--- src/design/brf_pkg.sv ---
// constants and types of the breaker failure backup trip block
// How it works
// - backup timer starts on rising edge of general start input.
// - one combined general start only; no per-phase start inputs.
// - mode is off, current, contact or both; off after reset.
// - current mode ignores the breaker closed-status input.
// - contact mode ignores currents; clearance judged from breaker status alone.
// - phase limit 20..200 pct default 30, residual 10..200 default 20.
// - combined mode idles only when currents low and breaker open.
// - at timer expiry, trip if supervised fault still present.
// - backup delay 60..1000 ms, step 1, default 200.
// - trip held for the pulse length, at least one tick, 0..60000 ms, default 100.
// - operation off means no trip, no new interrupts and no supervision.
// - block input inhibits operation while asserted.
package brf_pkg;
    // ***********************
    // timing
    // ***********************
    localparam int CLK_MHZ       = 200;
    localparam int TICK_US       = 1000;
    localparam int TICK_CYCLES   = TICK_US * CLK_MHZ;
    localparam int TICK_W        = 18;
    localparam int MS_W          = 16;
    // ***********************
    // settings ranges and defaults
    // ***********************
    localparam logic [MS_W-1:0] DELAY_MIN   = 16'h003c;
    localparam logic [MS_W-1:0] DELAY_MAX   = 16'h03e8;
    localparam logic [MS_W-1:0] DELAY_DEF   = 16'h00c8;
    localparam logic [MS_W-1:0] PULSE_MAX   = 16'hea60;
    localparam logic [MS_W-1:0] PULSE_DEF   = 16'h0064;
    localparam logic [7:0]      PH_MIN      = 8'h14;
    localparam logic [7:0]      PH_MAX      = 8'hc8;
    localparam logic [7:0]      PH_DEF      = 8'h1e;
    localparam logic [7:0]      RES_MIN     = 8'h0a;
    localparam logic [7:0]      RES_MAX     = 8'hc8;
    localparam logic [7:0]      RES_DEF     = 8'h14;
    localparam int              CUR_W       = 8;
    // ***********************
    // register map
    // ***********************
    localparam logic [7:0] OFF_CTRL   = 8'h00;
    localparam logic [7:0] OFF_LIMITS = 8'h04;
    localparam logic [7:0] OFF_DELAY  = 8'h08;
    localparam logic [7:0] OFF_PULSE  = 8'h0c;
    localparam logic [7:0] OFF_STATUS = 8'h10;
    localparam logic [7:0] OFF_IRQST  = 8'h14;
    localparam logic [7:0] OFF_IRQMSK = 8'h18;
    localparam int IRQ_START = 0;
    localparam int IRQ_TRIP  = 1;
    localparam int IRQ_CLEAR = 2;
    localparam logic [1:0] RESP_OKAY   = 2'b00;
    localparam logic [1:0] RESP_SLVERR = 2'b10;
    // ***********************
    // types
    // ***********************
    typedef enum logic [1:0] {
        MODE_OFF     = 2'h0,
        MODE_CURRENT = 2'h1,
        MODE_CONTACT = 2'h2,
        MODE_BOTH    = 2'h3
    } mode_t;
    typedef enum logic [2:0] {
        ST_IDLE = 3'b001,
        ST_TIME = 3'b010,
        ST_TRIP = 3'b100
    } state_t;
endpackage

--- src/design/ms_tick.sv ---
// prescaler producing a one-cycle millisecond tick
`timescale 1ns/10ps
module ms_tick (
    // clock and reset
    input  wire logic clk,
    input  wire logic rst,
    // tick out
    output logic      tick
);
    import brf_pkg::*;
    logic [TICK_W-1:0] cnt_r;
    // ***********************
    // counter
    // ***********************
    always_ff @(posedge clk) begin
        if (rst) begin
            cnt_r <= '0;
            tick  <= 1'b0;
        end else if (cnt_r == TICK_W'(TICK_CYCLES - 1)) begin
            cnt_r <= '0;
            tick  <= 1'b1;
        end else begin
            cnt_r <= cnt_r + 1'b1;
            tick  <= 1'b0;
        end
    end
endmodule

--- src/design/breaker_failure_function.sv ---
// breaker failure supervision with axi4-lite settings and interrupts
//
// Local design decisions: the placing of the registers and the AXI4-Lite slave port.
`timescale 1ns/10ps
module breaker_failure_function (
    // clock and reset
    input  wire logic                      clk,
    input  wire logic                      rst,
    // protection inputs
    input  wire logic                      generalStartInput,
    input  wire logic                      blockInput,
    input  wire logic                      breakerClosed,
    input  wire logic [brf_pkg::CUR_W-1:0] phaseCurrentA,
    input  wire logic [brf_pkg::CUR_W-1:0] phaseCurrentB,
    input  wire logic [brf_pkg::CUR_W-1:0] phaseCurrentC,
    input  wire logic [brf_pkg::CUR_W-1:0] residualCurrent,
    // trip and interrupt outputs
    output logic                           backupTrip,
    output logic                           irq,
    // axi4-lite write
    input  wire logic [7:0]                s_axi_awaddr,
    input  wire logic                      s_axi_awvalid,
    output logic                           s_axi_awready,
    input  wire logic [31:0]               s_axi_wdata,
    input  wire logic [3:0]                s_axi_wstrb,
    input  wire logic                      s_axi_wvalid,
    output logic                           s_axi_wready,
    output logic [1:0]                     s_axi_bresp,
    output logic                           s_axi_bvalid,
    input  wire logic                      s_axi_bready,
    // axi4-lite read
    input  wire logic [7:0]                s_axi_araddr,
    input  wire logic                      s_axi_arvalid,
    output logic                           s_axi_arready,
    output logic [31:0]                    s_axi_rdata,
    output logic [1:0]                     s_axi_rresp,
    output logic                           s_axi_rvalid,
    input  wire logic                      s_axi_rready
);
    import brf_pkg::*;

    // ***********************
    // input synchronisers
    // ***********************
    logic [2:0] meta_r;
    logic [2:0] sync_r;
    always_ff @(posedge clk) begin
        if (rst) begin
            meta_r <= '0;
            sync_r <= '0;
        end else begin
            meta_r <= {breakerClosed, blockInput, generalStartInput};
            sync_r <= meta_r;
        end
    end
    logic startS;
    logic blockS;
    logic closedS;
    assign startS  = sync_r[0];
    assign blockS  = sync_r[1];
    assign closedS = sync_r[2];

    // ***********************
    // settings registers
    // ***********************
    mode_t           mode_r;
    logic [7:0]      phLimit_r;
    logic [7:0]      resLimit_r;
    logic [MS_W-1:0] delay_r;
    logic [MS_W-1:0] pulse_r;
    logic [2:0]      irqSt_r;
    logic [2:0]      irqMsk_r;

    // clamp to the legal range so a bad write can't break timing
    function automatic logic [MS_W-1:0] clampMs(input logic [MS_W-1:0] v,
                                                input logic [MS_W-1:0] lo,
                                                input logic [MS_W-1:0] hi);
        if (v < lo)
            return lo;
        else if (v > hi)
            return hi;
        else
            return v;
    endfunction

    // ***********************
    // axi4-lite write path
    // ***********************
    logic       awHeld_r;
    logic       wHeld_r;
    logic [7:0] awAddr_r;
    logic [31:0] wData_r;
    logic [3:0] wStrb_r;
    logic       doWrite;
    assign s_axi_awready = !awHeld_r && !s_axi_bvalid;
    assign s_axi_wready  = !wHeld_r && !s_axi_bvalid;
    assign doWrite       = awHeld_r && wHeld_r && !s_axi_bvalid;

    always_ff @(posedge clk) begin
        if (rst) begin
            awHeld_r <= 1'b0;
            wHeld_r  <= 1'b0;
            awAddr_r <= '0;
            wData_r  <= '0;
            wStrb_r  <= '0;
        end else begin
            if (s_axi_awvalid && s_axi_awready) begin
                awHeld_r <= 1'b1;
                awAddr_r <= s_axi_awaddr;
            end else if (doWrite) begin
                awHeld_r <= 1'b0;
            end
            if (s_axi_wvalid && s_axi_wready) begin
                wHeld_r <= 1'b1;
                wData_r <= s_axi_wdata;
                wStrb_r <= s_axi_wstrb;
            end else if (doWrite) begin
                wHeld_r <= 1'b0;
            end
        end
    end

    logic wrHit;
    always_comb begin
        case ({awAddr_r[7:2], 2'b00})
            OFF_CTRL, OFF_LIMITS, OFF_DELAY, OFF_PULSE,
            OFF_IRQST, OFF_IRQMSK: wrHit = 1'b1;
            default:               wrHit = 1'b0;
        endcase
    end

    always_ff @(posedge clk) begin
        if (rst) begin
            s_axi_bvalid <= 1'b0;
            s_axi_bresp  <= RESP_OKAY;
        end else if (doWrite) begin
            s_axi_bvalid <= 1'b1;
            s_axi_bresp  <= wrHit ? RESP_OKAY : RESP_SLVERR;
        end else if (s_axi_bready) begin
            s_axi_bvalid <= 1'b0;
        end
    end

    logic [15:0] wrLo;
    assign wrLo = {wStrb_r[1] ? wData_r[15:8] : 8'h00,
                   wStrb_r[0] ? wData_r[7:0]  : 8'h00};

    always_ff @(posedge clk) begin
        if (rst) begin
            mode_r     <= MODE_OFF;
            phLimit_r  <= PH_DEF;
            resLimit_r <= RES_DEF;
            delay_r    <= DELAY_DEF;
            pulse_r    <= PULSE_DEF;
            irqMsk_r   <= '0;
        end else if (doWrite && wStrb_r[0]) begin
            case ({awAddr_r[7:2], 2'b00})
                OFF_CTRL: begin
                    mode_r <= mode_t'(wData_r[1:0]);
                end
                OFF_LIMITS: begin
                    phLimit_r  <= 8'(clampMs({8'h00, wData_r[7:0]},
                                  {8'h00, PH_MIN}, {8'h00, PH_MAX}));
                    resLimit_r <= 8'(clampMs({8'h00, wData_r[15:8]},
                                  {8'h00, RES_MIN}, {8'h00, RES_MAX}));
                end
                OFF_DELAY: begin
                    delay_r <= clampMs(wrLo, DELAY_MIN, DELAY_MAX);
                end
                OFF_PULSE: begin
                    pulse_r <= clampMs(wrLo, 16'h0000, PULSE_MAX);
                end
                OFF_IRQMSK: begin
                    irqMsk_r <= wData_r[2:0];
                end
                default: begin
                end
            endcase
        end
    end

    // ***********************
    // supervision
    // ***********************
    logic active;
    logic curHigh;
    logic faultPresent;
    // currents come from logic on this clock, so they skip the synchronisers
    assign active  = (mode_r != MODE_OFF) && !blockS;
    assign curHigh = (phaseCurrentA >= phLimit_r) ||
                     (phaseCurrentB >= phLimit_r) ||
                     (phaseCurrentC >= phLimit_r) ||
                     (residualCurrent >= resLimit_r);
    always_comb begin
        case (mode_r)
            MODE_CURRENT: faultPresent = curHigh;
            MODE_CONTACT: faultPresent = closedS;
            MODE_BOTH:    faultPresent = curHigh || closedS;
            default:      faultPresent = 1'b0;
        endcase
    end

    // ***********************
    // state machine and timers
    // ***********************
    logic            tick;
    logic            startDly_r;
    logic            startEdge;
    state_t          state_r;
    logic [MS_W-1:0] msCnt_r;
    logic            evStart;
    logic            evTrip;
    logic            evClear;

    // tick phase runs free, so a timed delay may end up to one tick short
    ms_tick u_tick (
        .clk  (clk),
        .rst  (rst),
        .tick (tick)
    );

    always_ff @(posedge clk) begin
        if (rst)
            startDly_r <= 1'b0;
        else
            startDly_r <= startS;
    end
    assign startEdge = startS && !startDly_r;

    assign evStart = (state_r == ST_IDLE) && active && startEdge;
    assign evClear = (state_r == ST_TIME) && active && !faultPresent;
    assign evTrip  = (state_r == ST_TIME) && active && faultPresent &&
                     tick && (msCnt_r + 1'b1 >= delay_r);

    always_ff @(posedge clk) begin
        if (rst) begin
            state_r <= ST_IDLE;
            msCnt_r <= '0;
        end else begin
            case (state_r)
                ST_IDLE: begin
                    msCnt_r <= '0;
                    if (evStart)
                        state_r <= ST_TIME;
                end
                ST_TIME: begin
                    if (!active || evClear) begin
                        state_r <= ST_IDLE;
                        msCnt_r <= '0;
                    end else if (evTrip) begin
                        state_r <= ST_TRIP;
                        msCnt_r <= '0;
                    end else if (tick) begin
                        msCnt_r <= msCnt_r + 1'b1;
                    end
                end
                ST_TRIP: begin
                    // pulse length 0 still yields a single-tick trip
                    if (!active) begin
                        state_r <= ST_IDLE;
                        msCnt_r <= '0;
                    end else if (tick && (msCnt_r + 1'b1 >= pulse_r)) begin
                        state_r <= ST_IDLE;
                        msCnt_r <= '0;
                    end else if (tick) begin
                        msCnt_r <= msCnt_r + 1'b1;
                    end
                end
                default: begin
                    state_r <= ST_IDLE;
                    msCnt_r <= '0;
                end
            endcase
        end
    end

    always_ff @(posedge clk) begin
        if (rst)
            backupTrip <= 1'b0;
        else
            backupTrip <= (state_r == ST_TRIP) && active;
    end

    // ***********************
    // interrupts
    // ***********************
    logic [2:0] irqSet;
    logic [2:0] irqClr;
    assign irqSet = {evClear, evTrip, evStart};
    assign irqClr = (doWrite && wStrb_r[0] &&
                     {awAddr_r[7:2], 2'b00} == OFF_IRQST) ?
                    wData_r[2:0] : 3'b000;
    always_ff @(posedge clk) begin
        if (rst)
            irqSt_r <= '0;
        else
            irqSt_r <= (irqSt_r & ~irqClr) | irqSet; // set wins over clear
    end
    always_ff @(posedge clk) begin
        if (rst)
            irq <= 1'b0;
        else
            irq <= |(irqSt_r & irqMsk_r);
    end

    // ***********************
    // axi4-lite read path
    // ***********************
    logic [31:0] rdVal;
    logic        rdHit;
    always_comb begin
        rdHit = 1'b1;
        case ({s_axi_araddr[7:2], 2'b00})
            OFF_CTRL:   rdVal = {30'h0, mode_r};
            OFF_LIMITS: rdVal = {16'h0, resLimit_r, phLimit_r};
            OFF_DELAY:  rdVal = {16'h0, delay_r};
            OFF_PULSE:  rdVal = {16'h0, pulse_r};
            OFF_STATUS: rdVal = {8'h0, msCnt_r, 1'b0, curHigh, closedS,
                                 blockS, backupTrip, state_r};
            OFF_IRQST:  rdVal = {29'h0, irqSt_r};
            OFF_IRQMSK: rdVal = {29'h0, irqMsk_r};
            default: begin
                rdVal = 32'h0000_0000;
                rdHit = 1'b0;
            end
        endcase
    end
    // one read at a time: arready drops while the answer waits
    assign s_axi_arready = !s_axi_rvalid;
    always_ff @(posedge clk) begin
        if (rst) begin
            s_axi_rvalid <= 1'b0;
            s_axi_rdata  <= '0;
            s_axi_rresp  <= RESP_OKAY;
        end else if (s_axi_arvalid && s_axi_arready) begin
            s_axi_rvalid <= 1'b1;
            s_axi_rdata  <= rdVal;
            s_axi_rresp  <= rdHit ? RESP_OKAY : RESP_SLVERR;
        end else if (s_axi_rready) begin
            s_axi_rvalid <= 1'b0;
        end
    end
endmodule

--- config.mk ---
export PLATFORM = sky130hd
export DESIGN_NAME = breaker_failure_function
export DESIGN_NICKNAME = d
export VERILOG_FILES = /design/src/design/brf_pkg.sv /design/src/design/ms_tick.sv /design/src/design/breaker_failure_function.sv
export SDC_FILE = /design/constraint.sdc
export NUM_CORES = 1
export LEC_CHECK = 0
export BUFFER_PORTS_ARGS = -buffer_cell sky130_fd_sc_hd__buf_2
export CAP_MARGIN = 40
export CORE_MARGIN = 3
export CORE_UTILIZATION = 53
export CTS_BUF_LIST = sky130_fd_sc_hd__clkbuf_4
export CTS_CLUSTER_DIAMETER = 150
export DETAILED_ROUTE_END_ITERATION = 7
export GPL_ROUTABILITY_DRIVEN = 0
export GPL_TIMING_DRIVEN = 0
export PLACE_DENSITY = 0.79
export SYNTH_ARGS = -nofsm -noshare
export SYNTH_HDL_FRONTEND = slang
export SYNTH_SLANG_ARGS = --single-unit
--- constraint.sdc ---
create_clock -name clk -period 3.85 [get_ports clk]
set_clock_uncertainty 0.05 [all_clocks]
set_input_delay 0.77 -clock clk [delete_from_list [all_inputs] [get_ports clk]]
set_output_delay 0.77 -clock clk [all_outputs]
set_load 0.05 [all_outputs]
==> impl_table.tex, run 1 <==
\begin{tabular}{lr}
\hline
Metric & Value \\
\hline
\multicolumn{2}{l}{\textbf{Drt}} \\
\quad Drt drc & 0 \\
\quad Count of vias placed by the detailed router & 7722 \\
\quad Post-detailed-route wirelength per cell & 16.3 um \\
\quad 1st-pass router iterations & 6 \\
\quad Total Routed Length & 22400 um \\
\quad Per-cell via count in the routed design & 5.62 \\
\quad Antenna Violating Nets Remaining & 0 \\
\quad Iteration-0 DRC count of the detailed router & 785 \\
\multicolumn{2}{l}{\textbf{Logic synthesis}} \\
\quad Synth Warn \# & 0 \\
\quad Mean cell area of the mapped netlist & 8.36 um\^{}2 \\
\quad Number of synthesized flops with an enable pin & 0 \\
\quad Share of synthesized registers carrying an async set or reset & 0 \\
\quad Synth Instances & 1019 \\
\quad Synth unique cells & 80 \\
\quad Netlist area before placement & 8520 um\^{}2 \\
\quad Sequential share of the synthesized area & 0.369 \\
\quad Ys flop type & sky130\_fd\_sc\_hd\_\_dfxtp\_1 \\
\quad Number of synthesized register bits & 157 \\
\multicolumn{2}{l}{\textbf{Pwr}} \\
\quad Portion of total power attributed to the clock network & 0.301 \\
\quad Relative contribution of sequential cells to total power & 0.590 \\
\quad Sw Ratio & 0.295 \\
\quad Standby leakage power & 3.92 nW \\
\quad Design internal power & 0.00201 W \\
\quad Power density over cell area & 298 nW/um\^{}2 \\
\quad Peak supply drop & 0.289 mV \\
\quad Share of total power in combinational logic & 0.110 \\
\quad Power dissipated by switching net loads & 0.000842 W \\
\multicolumn{2}{l}{\textbf{Global routing}} \\
\quad Total Routing Usage GR & 0.254 \\
\quad Total congestion overflow after global routing & 0 \\
\quad Via count of the first global-routing pass & 7014 \\
\quad Pin count of the biggest net entering global routing & 17 \\
\quad First-pass GRT wire length & 35900 um \\
\quad Initial antenna violation count & 0 \\
\multicolumn{2}{l}{\textbf{Timing}} \\
\quad Minimum period implied by the final worst setup slack & 3.65 ns \\
\quad Rel. slew slack & 0.491 \\
\quad Slew Limit Fails & 0 \\
\quad Number of hold violations in the final report & 0 \\
\quad Final number of setup-violating endpoints & 0 \\
\quad Final total negative setup slack & 0 ns \\
\quad Slew of the pin with the lowest slew margin & 0.763 ns \\
\quad Final clock period utilization by the worst path & 0.948 \\
\quad Peak Freq & 0.274 GHz \\
\multicolumn{2}{l}{\textbf{CTS}} \\
\quad Worst-Skew Late Latency & 0.58 ns \\
\quad Number of buffers on the longest clock path & 2 \\
\quad H-tree levels & 4 \\
\quad Number of sinks driven by the clock tree & 157 \\
\quad Master cell of the clock root buffer & sky130\_fd\_sc\_hd\_\_clkbuf\_4 \\
\quad Register clock-pin slew on the reported worst setup and hold paths & 0.14 ns \\
\quad Number of buffers added to fix hold violations after cts & 0 \\
\quad CTS tree & done \\
\quad TritonCTS buffer count & 17 \\
\multicolumn{2}{l}{\textbf{Setup path}} \\
\quad Critical Path Start Type & flip-flop \\
\quad Worst-path maximum fanout & 10 \\
\quad Required time worst endpoint & 4.30 ns \\
\quad Signal arrival time at the worst endpoint & 4.10 ns \\
\quad Kind of capture point of the worst setup path & flip-flop \\
\quad Worst Path Class, Setup & flip-flop to flip-flop \\
\multicolumn{2}{l}{\textbf{Place}} \\
\quad Count of input and output buffers & 103 \\
\quad Final HPWL from detailed placement & 17300 um \\
\quad Number of placed instances, taps included & 1342 \\
\multicolumn{2}{l}{\textbf{Finish}} \\
\quad Area Growth Syn to Fin & 12.5\% \\
\quad Post-route non-filler standard cell count & 1375 \\
\quad Diodes inserted & 0 \\
\quad Fin nets & 1311 \\
\quad Layout cells sized above 1 & 0.173 \\
\multicolumn{2}{l}{\textbf{Floorplan}} \\
\quad Die outline width & 133 um \\
\quad Placement Rows & 45 \\
\quad Die ar. & 17600 um\^{}2 \\
\quad Core Footprint & 15500 um\^{}2 \\
\quad I/O pin cnt & 137 \\
\quad Die height & 133 um \\
\quad Starting utilization of the core area & 0.550 \\
\multicolumn{2}{l}{\textbf{Run status}} \\
\quad Run status & finished, final reports clean \\
\multicolumn{2}{l}{\textbf{Hold path}} \\
\quad Worst hold path class & input pin to flip-flop \\
\multicolumn{2}{l}{\textbf{Job}} \\
\quad Max-capacitance violation count & 0 \\
\hline
\end{tabular}
==> synthesized netlist by cell type (3+ instances only) <==
| cell type | count | area [um^2] |
|---|---|---|
| sky130_fd_sc_hd__dfxtp_1 | 157 | 3140 |
| sky130_fd_sc_hd__nand2_1 | 130 | 488 |
| sky130_fd_sc_hd__a21oi_1 | 96 | 480 |
| sky130_fd_sc_hd__nor2_1 | 77 | 289 |
| sky130_fd_sc_hd__ha_1 | 66 | 826 |
| sky130_fd_sc_hd__inv_1 | 60 | 225 |
| sky130_fd_sc_hd__nand3_1 | 37 | 185 |
| sky130_fd_sc_hd__a22oi_1 | 36 | 270 |
| sky130_fd_sc_hd__clkbuf_1 | 32 | 120 |
| sky130_fd_sc_hd__xor2_1 | 29 | 254 |
| sky130_fd_sc_hd__o21ai_0 | 23 | 115 |
| sky130_fd_sc_hd__nor3_1 | 21 | 105 |
| sky130_fd_sc_hd__and3_1 | 17 | 106 |
| sky130_fd_sc_hd__xnor2_1 | 16 | 140 |
| sky130_fd_sc_hd__buf_4 | 15 | 113 |
| sky130_fd_sc_hd__nor2b_1 | 14 | 87.6 |
| sky130_fd_sc_hd__mux2i_1 | 13 | 130 |
| sky130_fd_sc_hd__o211ai_1 | 13 | 97.6 |
| sky130_fd_sc_hd__nand4_1 | 12 | 75.1 |
| sky130_fd_sc_hd__buf_2 | 11 | 55.1 |
| sky130_fd_sc_hd__nand2b_1 | 10 | 62.6 |
| sky130_fd_sc_hd__a211oi_1 | 9 | 67.6 |
| sky130_fd_sc_hd__nor3_2 | 9 | 90.1 |
| sky130_fd_sc_hd__and2_1 | 8 | 50.1 |
| sky130_fd_sc_hd__a21o_1 | 7 | 52.6 |
| sky130_fd_sc_hd__buf_1 | 6 | 22.5 |
| sky130_fd_sc_hd__or3_1 | 6 | 37.5 |
| sky130_fd_sc_hd__nor4_1 | 5 | 31.3 |
| sky130_fd_sc_hd__a211o_1 | 4 | 35.0 |
| sky130_fd_sc_hd__a221o_1 | 3 | 30.0 |
| sky130_fd_sc_hd__a2bb2oi_1 | 3 | 26.3 |
| sky130_fd_sc_hd__a311oi_1 | 3 | 26.3 |
| sky130_fd_sc_hd__a31oi_1 | 3 | 18.8 |
| sky130_fd_sc_hd__a32oi_1 | 3 | 26.3 |
| sky130_fd_sc_hd__nor3b_1 | 3 | 22.5 |
| sky130_fd_sc_hd__nor4b_1 | 3 | 26.3 |
| sky130_fd_sc_hd__o21a_1 | 3 | 22.5 |
==> power groups by stage <==
stage	logic, W	registers, W	clock network (W)
2_1_floorplan	0.000203	0.00172	0
3_3_place_gp	0.000304	0.00171	0
4_1_cts	0.000311	0.00168	0.000872
5_1_grt	0.000347	0.00168	0.000943
3_5_place_dp	0.000310	0.00172	0
6_report	0.000313	0.00168	0.000857
==> metrics by stage <==
| step | worst slack, ns | util | hold slack (ns) | total power, W | cell area [um^2] |
|---|---|---|---|---|---|
| global placement | 0.0447 | 0.603 | 0.374 | 0.00202 | 9330 |
| global route | -0.0311 | 0.619 | 0.310 | 0.00297 | 9580 |
| floorplan | 0.613 | - | 0.364 | 0.00192 | 8550 |
| detailed placement | -0.0362 | 0.603 | 0.377 | 0.00203 | 9330 |
| finish | 0.200 | 0.619 | 0.332 | 0.00285 | 9580 |
| CTS | 0.00435 | 0.617 | 0.306 | 0.00286 | 9560 |
==> cell families after synthesis <==
kind of cell | count (synthesis) | share of synthesized area
AOI/OAI and AO/OA | 232 | 0.178
xor gates and xnor gates | 45 | 0.0463
adders and majority gates | 66 | 0.0970
buffers and inverters | 126 | 0.0648
DFF | 157 | 0.369
muxes | 13 | 0.0153
other | 1 | 0.000440
and+or+nand+nor | 379 | 0.229
==> layer usage <==
| metal | vias up | global-route usage | wire length, um |
|---|---|---|---|
| li1 | 3825 | - | - |
| met1 | 3554 | 0.338 | 9740 |
| met2 | 292 | 0.400 | 10300 |
| met3 | 51 | 0.0612 | 1650 |
| met4 | 0 | 0.0993 | 694 |
| met5 | - | 0 | 0 |
==> final timing paths <==
path,depth (start not counted),slack (ns),to,from
hold reg to reg,2,0.40,s_axi_rdata[18]$_SDFFE_PP0P_,s_axi_rdata[18]$_SDFFE_PP0P_
setup / recovery,14,0.20,msCnt_r[11]$_SDFF_PP0_,msCnt_r[1]$_SDFF_PP0_
setup reg to reg,14,0.20,msCnt_r[11]$_SDFF_PP0_,msCnt_r[1]$_SDFF_PP0_
hold / removal,2,0.33,meta_r[0]$_SDFF_PP0_,generalStartInput
==> final cells by class <==
cell class | instances | area, um^2
Inverter | 60 | 225
Tap cell | 211 | 264
Multi-Input combinational cell | 745 | 4870
Clock inverter | 15 | 97.6
Clock buffer | 17 | 128
Timing Repair Buffer | 104 | 523
Fill cell | 1437 | 5900
Sequential cell | 157 | 3150
Buffer | 66 | 327
==> critical path, stage by stage, from the launching register on <==
cell and delay, ns:
sky130_fd_sc_hd__dfxtp_1 0.43, sky130_fd_sc_hd__ha_1 0.23, sky130_fd_sc_hd__and3_1 0.24, sky130_fd_sc_hd__and3_1 0.19
sky130_fd_sc_hd__and3_2 0.23, sky130_fd_sc_hd__nand3_1 0.14, sky130_fd_sc_hd__xnor2_2 0.30, sky130_fd_sc_hd__ha_1 0.30
sky130_fd_sc_hd__a21o_1 0.20, sky130_fd_sc_hd__a2111oi_1 0.41, sky130_fd_sc_hd__a211oi_1 0.17, sky130_fd_sc_hd__a21oi_2 0.23
sky130_fd_sc_hd__a31oi_4 0.08, sky130_fd_sc_hd__buf_6 0.19, sky130_fd_sc_hd__nor3_2 0.17
==> flip-flops by register name, summed over array words and instances (netlist names), 2 cells and up <==
register      cells
awAddr_r          6
delay_r          16
irqMsk_r          3
irqSt_r           3
meta_r            3
mode_r            2
msCnt_r          16
phLimit_r         8
pulse_r          16
resLimit_r        8
s_axi_rdata      24
state_r           3
sync_r            3
u_tick.cnt_r     18
wData_r          16
wStrb_r           2
==> placed cells by master, fill, tap and decap left out, drive strengths merged, types with 7 or more instances in the layout <==
cell | synthesis | routed
nand2b | 10 | 10
clkinv | 0 | 10
a21o | 7 | 7
nand3 | 38 | 38
a22oi | 36 | 36
nor2b | 16 | 16
nor2 | 79 | 79
conb | 1 | 10
inv | 60 | 63
a21oi | 97 | 97
and3 | 17 | 17
xor2 | 29 | 29
nand2 | 130 | 130
dfxtp | 157 | 157
ha | 66 | 66
xnor2 | 16 | 16
nor3 | 31 | 31
buf | 33 | 137
or3 | 8 | 8
a211oi | 10 | 10
and2 | 8 | 8
o211ai | 14 | 14
nor4 | 8 | 8
nand4 | 13 | 13
mux2i | 13 | 13
clkbuf | 33 | 50
o21ai | 24 | 24
==> what timing repair did <==
action,in CTS,in global routing
setup buffers,0,1
endpoints found under the setup margin,10,17
resized for setup,1,5
pin swaps,0,2
Power figures use the tool's default switching activity.
==> run 2: changes to the inputs <==
- CTS_BUF_LIST: sky130_fd_sc_hd__clkbuf_4 -> unset
- clock period: 3.85 -> 4.4 ns (I/O delays scaled with it)
==> run 2 against run 1 <==
  * Combinational power fell by 12%
  * Worst setup slack improved by 0.20 ns
  * Power increased by 10%
  * Critical endpoint is now msCnt_r[13]$_SDFF_PP0_
  * Largest cell class unchanged
==> impl_table.tex, run 2 (synthesis gave the netlist of run 1 again) <==
\begin{tabular}{lr}
\hline
Metric & Value \\
\hline
\multicolumn{2}{l}{\textbf{Run status}} \\
\quad Run status & finished, final reports clean \\
\multicolumn{2}{l}{\textbf{Finish}} \\
\quad Most used cells in the layout excluding fill and tap cells & sky130\_fd\_sc\_hd\_\_dfxtp\_1, sky130\_fd\_sc\_hd\_\_nand2\_1, sky130\_fd\_sc\_hd\_\_buf\_2, sky130\_fd\_sc\_hd\_\_a21oi\_1, sky130\_fd\_sc\_hd\_\_nor2\_1 \\
\quad Final instance area & 9890 um\^{}2 (+3.3\%) \\
\quad Fin nets & 1310 (-0.076\%) \\
\quad Most common cell after layout, fill and taps aside & sky130\_fd\_sc\_hd\_\_dfxtp\_1 \\
\quad Layout cells sized above 1 & 0.172 (-0.000711) \\
\quad Fillers & 1378 (-4.1\%) \\
\quad Area Growth Syn to Fin & 16.2\% \\
\quad Area of combinational cells with multiple inputs & 4860 um\^{}2 (-0.28\%) \\
\quad Registers with the highest flip-flop counts & s\_axi\_rdata: 24 flops, u\_tick.cnt\_r: 18 flops \\
\quad Diodes inserted & 0 (unchanged) \\
\quad FF/Latch Area & 3140 um\^{}2 (-0.12\%) \\
\quad Top register by number of flip-flops & s\_axi\_rdata \\
\quad Max FFs per register & 24 (unchanged) \\
\multicolumn{2}{l}{\textbf{CTS}} \\
\quad CTS tree & done \\
\quad Master cell of the clock root buffer & sky130\_fd\_sc\_hd\_\_clkbuf\_16 \\
\quad H-tree levels & 4 (unchanged) \\
\quad Number of buffers added to fix hold violations after cts & 0 (unchanged) \\
\quad Cts repair resizes & 0 (-1) \\
\quad Post-CTS Setup Bufs & 0 (unchanged) \\
\quad Number of buffers on the longest clock path & 2 (unchanged) \\
\quad TritonCTS buffer count & 17 (unchanged) \\
\quad Number of sinks driven by the clock tree & 157 (unchanged) \\
\quad Worst-Skew Late Latency & 0.43 ns (-0.15 ns) \\
\quad Register clock-pin slew on the reported worst setup and hold paths & 0.06 ns (-0.08 ns) \\
\multicolumn{2}{l}{\textbf{Drt}} \\
\quad Count of vias placed by the detailed router & 7831 (+1.4\%) \\
\quad 1st-pass router iterations & 6 (unchanged) \\
\quad Per-cell via count in the routed design & 5.70 (+1.5\%) \\
\quad Total Routed Length & 22700 um (+1.5\%) \\
\quad Iteration-0 DRC count of the detailed router & 856 (+9.0\%) \\
\quad Post-detailed-route wirelength per cell & 16.5 um (+1.5\%) \\
\quad Antenna Violating Nets Remaining & 0 (unchanged) \\
\quad Drt drc & 0 (unchanged) \\
\multicolumn{2}{l}{\textbf{Floorplan}} \\
\quad Die ar. & 17600 um\^{}2 (unchanged) \\
\quad Core Footprint & 15500 um\^{}2 (unchanged) \\
\quad Die height & 133 um (unchanged) \\
\quad Die outline width & 133 um (unchanged) \\
\quad I/O pin cnt & 137 (unchanged) \\
\quad Starting utilization of the core area & 0.550 (unchanged) \\
\quad Placement Rows & 45 (unchanged) \\
\multicolumn{2}{l}{\textbf{Setup path}} \\
\quad Kind of capture point of the worst setup path & flip-flop \\
\quad Count of buffer and inverter cells on the critical path & 1 (unchanged) \\
\quad Slowest cell on crit path & sky130\_fd\_sc\_hd\_\_dfxtp\_1 \\
\quad Crit path largest cell delay & 0.51 ns (+0.08 ns) \\
\quad Kind of cell with the highest combined delay on the critical path & compound AO/OA/AOI/OAI gates \\
\quad Critical-path cell list & ha\_1 > and3\_1 > and3\_1 > and3\_1 > nand3\_1 > xnor2\_1 > ha\_1 > a21o\_1 > a2111oi\_0 > a211oi\_1 > a21oi\_1 > a31oi\_4 > buf\_6 > nor3\_2 \\
\quad Worst-path maximum fanout & 10 (unchanged) \\
\quad Required time worst endpoint & 4.70 ns (+0.40 ns) \\
\quad Critical Path Start Type & flip-flop \\
\quad Most common cell on crit path & sky130\_fd\_sc\_hd\_\_and3\_1 \\
\quad Signal arrival time at the worst endpoint & 4.30 ns (+0.20 ns) \\
\quad Worst Path Class, Setup & flip-flop to flip-flop \\
\multicolumn{2}{l}{\textbf{Place}} \\
\quad Total cell area at the placement stage & 9330 um\^{}2 (unchanged) \\
\quad Count of input and output buffers & 103 (unchanged) \\
\quad Final HPWL from detailed placement & 17300 um (unchanged) \\
\multicolumn{2}{l}{\textbf{Timing}} \\
\quad Peak Freq & 0.250 GHz (-8.8\%) \\
\quad Minimum period implied by the final worst setup slack & 4.00 ns (+0.350 ns) \\
\quad Final total negative setup slack & 0 ns (unchanged) \\
\quad Final number of setup-violating endpoints & 0 (unchanged) \\
\quad Slew of the pin with the lowest slew margin & 0.813 ns (+0.0497 ns) \\
\quad RSZ-0062 raised after global routing & false \\
\quad Final clock period utilization by the worst path & 0.909 (-0.0389) \\
\quad Rel. slew slack & 0.451 (-0.0408) \\
\quad Slew Limit Fails & 0 (unchanged) \\
\quad Number of hold violations in the final report & 0 (unchanged) \\
\multicolumn{2}{l}{\textbf{Pwr}} \\
\quad Standby leakage power & 4.06 nW (+3.6\%) \\
\quad Power density over cell area & 317 nW/um\^{}2 (+6.5\%) \\
\quad Peak supply drop & 0.289 mV (about the same) \\
\multicolumn{2}{l}{\textbf{Global routing}} \\
\quad Pin count of the biggest net entering global routing & 17 (unchanged) \\
\quad Via count of the first global-routing pass & 7155 (+2.0\%) \\
\quad Total congestion overflow after global routing & 0 (unchanged) \\
\quad Total Routing Usage GR & 0.258 (+0.00333) \\
\quad First-pass GRT wire length & 36400 um (+1.2\%) \\
\quad Initial antenna violation count & 0 (unchanged) \\
\multicolumn{2}{l}{\textbf{Hold path}} \\
\quad Worst hold path class & flip-flop to flip-flop \\
\multicolumn{2}{l}{\textbf{Job}} \\
\quad Max-capacitance violation count & 0 (unchanged) \\
\hline
\end{tabular}
## run 2: cell types whose count changed in the layout (fill, tap and decap cells not counted), moves of 4 or more
| cell | change |
|---|---|
| sky130_fd_sc_hd__clkinv_1 | -4 |
| sky130_fd_sc_hd__clkbuf_8 | +4 |
| sky130_fd_sc_hd__clkbuf_4 | -17 |
| sky130_fd_sc_hd__clkbuf_16 | +17 |
## run 2: through the flow
step / worst slack, ns / power [W] / std cells / utilization / hold WS [ns]
finish: 0.399 / 0.00313 / 1374 / 0.639 / 0.392
floorplan: 1.16 / 0.00168 / 1028 / - / 0.364
global placement: 0.595 / 0.00177 / 1342 / 0.603 / 0.374
CTS: 0.480 / 0.00315 / 1374 / 0.639 / 0.394
detailed placement: 0.514 / 0.00177 / 1342 / 0.603 / 0.377
global route: 0.136 / 0.00325 / 1374 / 0.639 / 0.412
## run 2: final timing paths
check	from	endpoint	slack, ns	cells past startpoint
max reg2reg	msCnt_r[0]$_SDFF_PP0_	msCnt_r[13]$_SDFF_PP0_	0.40	14
min reg2reg	meta_r[0]$_SDFF_PP0_	sync_r[0]$_SDFF_PP0_	0.39	1
max	msCnt_r[0]$_SDFF_PP0_	msCnt_r[13]$_SDFF_PP0_	0.40	14
min	meta_r[0]$_SDFF_PP0_	sync_r[0]$_SDFF_PP0_	0.39	1
## run 2: worst register-to-register path: cells and delay by family, from the launching register on
family | cells | cell delay, ns
DFF | 1 | 0.51
buffers and inverters | 1 | 0.19
AOI/OAI and AO/OA | 5 | 1.26
and+or+nand+nor | 5 | 0.98
adders and majority gates | 2 | 0.60
xor gates and xnor gates | 1 | 0.35
## run 2: where the power goes
group,internal (W),switching [W],leakage [nW]
clock,0.000786,0.000602,0.276
sequential,0.00145,0.0000251,1.27
combinational,0.0000933,0.000182,2.51
total,0.00232,0.000809,4.06
## run 2: area by class of cell
cell class	instances	share of cell area
Timing Repair Buffer	103	0.0521
Clock buffer	21	0.0486
Sequential cell	157	0.318
Tap cell	211	0.0267
Multi-Input combinational cell	745	0.491
Clock inverter	11	0.00835
Buffer	66	0.0330
Inverter	60	0.0228
## run 2: routing by layer
layer	wire length [um]	global-route usage	part of all wire	up-vias
met3	1920	0.0605	0.085	66
met2	10400	0.410	0.46	352
met4	780	0.110	0.034	0
met1	9610	0.335	0.42	3589
met5	0	0	0	-
li1	-	-	-	3824
==> run 3: changes to the inputs <==
- PLACE_DENSITY: 0.79 -> unset
- PLACE_DENSITY_LB_ADDON: unset -> 0.05
==> run 3 against run 2 <==
  * Non-clock buffer count stayed put
  * Core utilization hardly changed
  * Power is 0.49% higher
  * Critical path depth stayed put
  * Final area hardly changed
  * Final cell count stayed put
  * Via count is 2.4% lower
  * Critical path type unchanged
==> impl_table.tex, run 3 (synthesis gave the netlist of run 1 again) <==
\begin{tabular}{lr}
\hline
Metric & Value \\
\hline
\multicolumn{2}{l}{\textbf{Finish}} \\
\quad Final instance area & 9890 um\^{}2 (about the same) \\
\quad Layout cells sized above 1 & 0.172 (unchanged) \\
\quad Most used cells in the layout excluding fill and tap cells & sky130\_fd\_sc\_hd\_\_dfxtp\_1, sky130\_fd\_sc\_hd\_\_nand2\_1, sky130\_fd\_sc\_hd\_\_buf\_2, sky130\_fd\_sc\_hd\_\_a21oi\_1, sky130\_fd\_sc\_hd\_\_nor2\_1 \\
\quad Top register by number of flip-flops & s\_axi\_rdata \\
\quad Registers with the highest flip-flop counts & s\_axi\_rdata: 24 flops, u\_tick.cnt\_r: 18 flops \\
\quad Max FFs per register & 24 (unchanged) \\
\quad Diodes inserted & 0 (unchanged) \\
\quad Most common cell after layout, fill and taps aside & sky130\_fd\_sc\_hd\_\_dfxtp\_1 \\
\quad Fin nets & 1310 (unchanged) \\
\quad Post-route core utilization & 0.639 (about the same) \\
\quad Area Growth Syn to Fin & 16.1\% (about the same) \\
\multicolumn{2}{l}{\textbf{Hold path}} \\
\quad Worst hold path class & flip-flop to flip-flop \\
\multicolumn{2}{l}{\textbf{Setup path}} \\
\quad Required time worst endpoint & 4.71 ns (about the same) \\
\quad Worst-path maximum fanout & 10 (unchanged) \\
\quad Signal arrival time at the worst endpoint & 4.24 ns (-0.06 ns) \\
\quad Kind of capture point of the worst setup path & flip-flop \\
\quad Worst Path Class, Setup & flip-flop to flip-flop \\
\quad Critical Path Start Type & flip-flop \\
\multicolumn{2}{l}{\textbf{Timing}} \\
\quad Final clock period utilization by the worst path & 0.895 (-0.0146) \\
\quad Minimum period implied by the final worst setup slack & 3.94 ns (-0.0642 ns) \\
\quad RSZ-0062 raised after global routing & false \\
\quad Peak Freq & 0.254 GHz (+1.6\%) \\
\quad Number of hold violations in the final report & 0 (unchanged) \\
\quad Slew of the pin with the lowest slew margin & 0.853 ns (+0.0401 ns) \\
\quad Final total negative setup slack & 0 ns (unchanged) \\
\quad Final number of setup-violating endpoints & 0 (unchanged) \\
\quad Rel. slew slack & 0.432 (-0.0191) \\
\quad Slew Limit Fails & 0 (unchanged) \\
\multicolumn{2}{l}{\textbf{CTS}} \\
\quad Number of buffers added to fix hold violations after cts & 0 (unchanged) \\
\quad CTS tree & done \\
\quad Post-CTS Setup Bufs & 0 (unchanged) \\
\quad Cts repair resizes & 0 (unchanged) \\
\quad Register clock-pin slew on the reported worst setup and hold paths & 0.07 ns (about the same) \\
\quad Worst-Skew Late Latency & 0.43 ns (about the same) \\
\quad Master cell of the clock root buffer & sky130\_fd\_sc\_hd\_\_clkbuf\_16 \\
\quad Number of buffers on the longest clock path & 2 (unchanged) \\
\quad Number of sinks driven by the clock tree & 157 (unchanged) \\
\quad H-tree levels & 4 (unchanged) \\
\quad TritonCTS buffer count & 17 (unchanged) \\
\multicolumn{2}{l}{\textbf{Pwr}} \\
\quad Power dissipated by switching net loads & 0.000847 W (+4.7\%) \\
\quad Peak supply drop & 0.278 mV (-3.7\%) \\
\quad Portion of total power attributed to the clock network & 0.447 (+0.004) \\
\quad Sw Ratio & 0.269 (+0.0107) \\
\quad Standby leakage power & 4.05 nW (-0.24\%) \\
\quad Power, Total & 0.00315 W (+0.49\%) \\
\quad Power density over cell area & 318 nW/um\^{}2 (+0.53\%) \\
\quad Relative contribution of sequential cells to total power & 0.467 (-0.002) \\
\quad Design internal power & 0.00230 W (-0.96\%) \\
\quad Share of total power in combinational logic & 0.087 (about the same) \\
\multicolumn{2}{l}{\textbf{Global routing}} \\
\quad Pin count of the biggest net entering global routing & 17 (unchanged) \\
\quad Total congestion overflow after global routing & 0 (unchanged) \\
\quad First-pass GRT wire length & 37400 um (+2.8\%) \\
\quad Initial antenna violation count & 0 (unchanged) \\
\quad Total Routing Usage GR & 0.266 (+0.00831) \\
\quad Via count of the first global-routing pass & 7078 (-1.1\%) \\
\multicolumn{2}{l}{\textbf{Place}} \\
\quad Final HPWL from detailed placement & 17800 um (+2.4\%) \\
\quad Count of input and output buffers & 103 (unchanged) \\
\quad Total cell area at the placement stage & 9330 um\^{}2 (unchanged) \\
\multicolumn{2}{l}{\textbf{Floorplan}} \\
\quad Die height & 133 um (unchanged) \\
\quad Starting utilization of the core area & 0.550 (unchanged) \\
\quad Placement Rows & 45 (unchanged) \\
\quad I/O pin cnt & 137 (unchanged) \\
\quad Core Footprint & 15500 um\^{}2 (unchanged) \\
\quad Die ar. & 17600 um\^{}2 (unchanged) \\
\quad Die outline width & 133 um (unchanged) \\
\multicolumn{2}{l}{\textbf{Drt}} \\
\quad Iteration-0 DRC count of the detailed router & 711 (-17\%) \\
\quad Total Routed Length & 23300 um (+2.6\%) \\
\quad Count of vias placed by the detailed router & 7644 (-2.4\%) \\
\quad 1st-pass router iterations & 5 (-1) \\
\quad Drt drc & 0 (unchanged) \\
\quad Antenna Violating Nets Remaining & 0 (unchanged) \\
\quad Per-cell via count in the routed design & 5.56 (-2.4\%) \\
\quad Post-detailed-route wirelength per cell & 17.0 um (+2.6\%) \\
\multicolumn{2}{l}{\textbf{Run status}} \\
\quad Run status & finished, final reports clean \\
\multicolumn{2}{l}{\textbf{Job}} \\
\quad Max-capacitance violation count & 0 (unchanged) \\
\hline
\end{tabular}
==> run 3: cell types whose count changed in the layout (fill, tap and decap cells not counted), sizes merged <==
cell      previous run  this run
clkinv               6         3
inv                 63        66
clkbuf              54        52
clkinvlp             2         4
==> run 3: worst max-delay path, stage by stage (launching register included) <==
cell and delay (ns):
sky130_fd_sc_hd__dfxtp_1 0.49, sky130_fd_sc_hd__ha_1 0.25, sky130_fd_sc_hd__and3_1 0.26, sky130_fd_sc_hd__and3_1 0.20, sky130_fd_sc_hd__and3_1 0.24, sky130_fd_sc_hd__nand3_1 0.11
sky130_fd_sc_hd__xnor2_1 0.35, sky130_fd_sc_hd__ha_1 0.32, sky130_fd_sc_hd__a21o_1 0.20, sky130_fd_sc_hd__a2111oi_0 0.42, sky130_fd_sc_hd__a211oi_1 0.15, sky130_fd_sc_hd__a21oi_1 0.35
sky130_fd_sc_hd__a31oi_4 0.11, sky130_fd_sc_hd__buf_6 0.19, sky130_fd_sc_hd__nor3_2 0.17
==> run 3: final cells by class <==
class / count / area, um^2
sequential: 157 / 3140
timing repair buffer: 103 / 515
clock buffer: 19 / 453
buffer: 66 / 327
fill: 1439 / 5590
multi-input combinational: 745 / 4860
inverter: 60 / 225
clock inverter: 13 / 106
tap: 211 / 264
==> run 3: per-stage QoR <==
step	setup WS (ns)	hold slack, ns	std cells
5_1_grt	0.232	0.420	1374
2_1_floorplan	1.16	0.364	1028
3_3_place_gp	0.527	0.371	1342
4_1_cts	0.450	0.391	1374
3_5_place_dp	0.478	0.377	1342
6_report	0.464	0.391	1374
==> run 3: final timing paths <==
path / startpoint / endpoint / slack, ns / depth (start not counted)
max: msCnt_r[0]$_SDFF_PP0_ / msCnt_r[12]$_SDFF_PP0_ / 0.46 / 14
min: meta_r[2]$_SDFF_PP0_ / sync_r[2]$_SDFF_PP0_ / 0.39 / 1
max reg2reg: msCnt_r[0]$_SDFF_PP0_ / msCnt_r[12]$_SDFF_PP0_ / 0.46 / 14
min reg2reg: meta_r[2]$_SDFF_PP0_ / sync_r[2]$_SDFF_PP0_ / 0.39 / 1
==> run 3: metal layers <==
layer | part of all wire | track usage
met1 | 0.46 | 0.374
met2 | 0.46 | 0.423
met3 | 0.060 | 0.0517
met4 | 0.014 | 0.0624
met5 | 0 | 0
==> run 3: power groups by stage <==
| stage | logic [W] | registers (W) | clock network (W) |
|---|---|---|---|
| 3_5_place_dp | 0.000272 | 0.00150 | 0 |
| 5_1_grt | 0.000304 | 0.00147 | 0.00147 |
| 2_1_floorplan | 0.000178 | 0.00150 | 0 |
| 4_1_cts | 0.000273 | 0.00147 | 0.00142 |
| 3_3_place_gp | 0.000268 | 0.00150 | 0 |
| 6_report | 0.000273 | 0.00147 | 0.00141 |
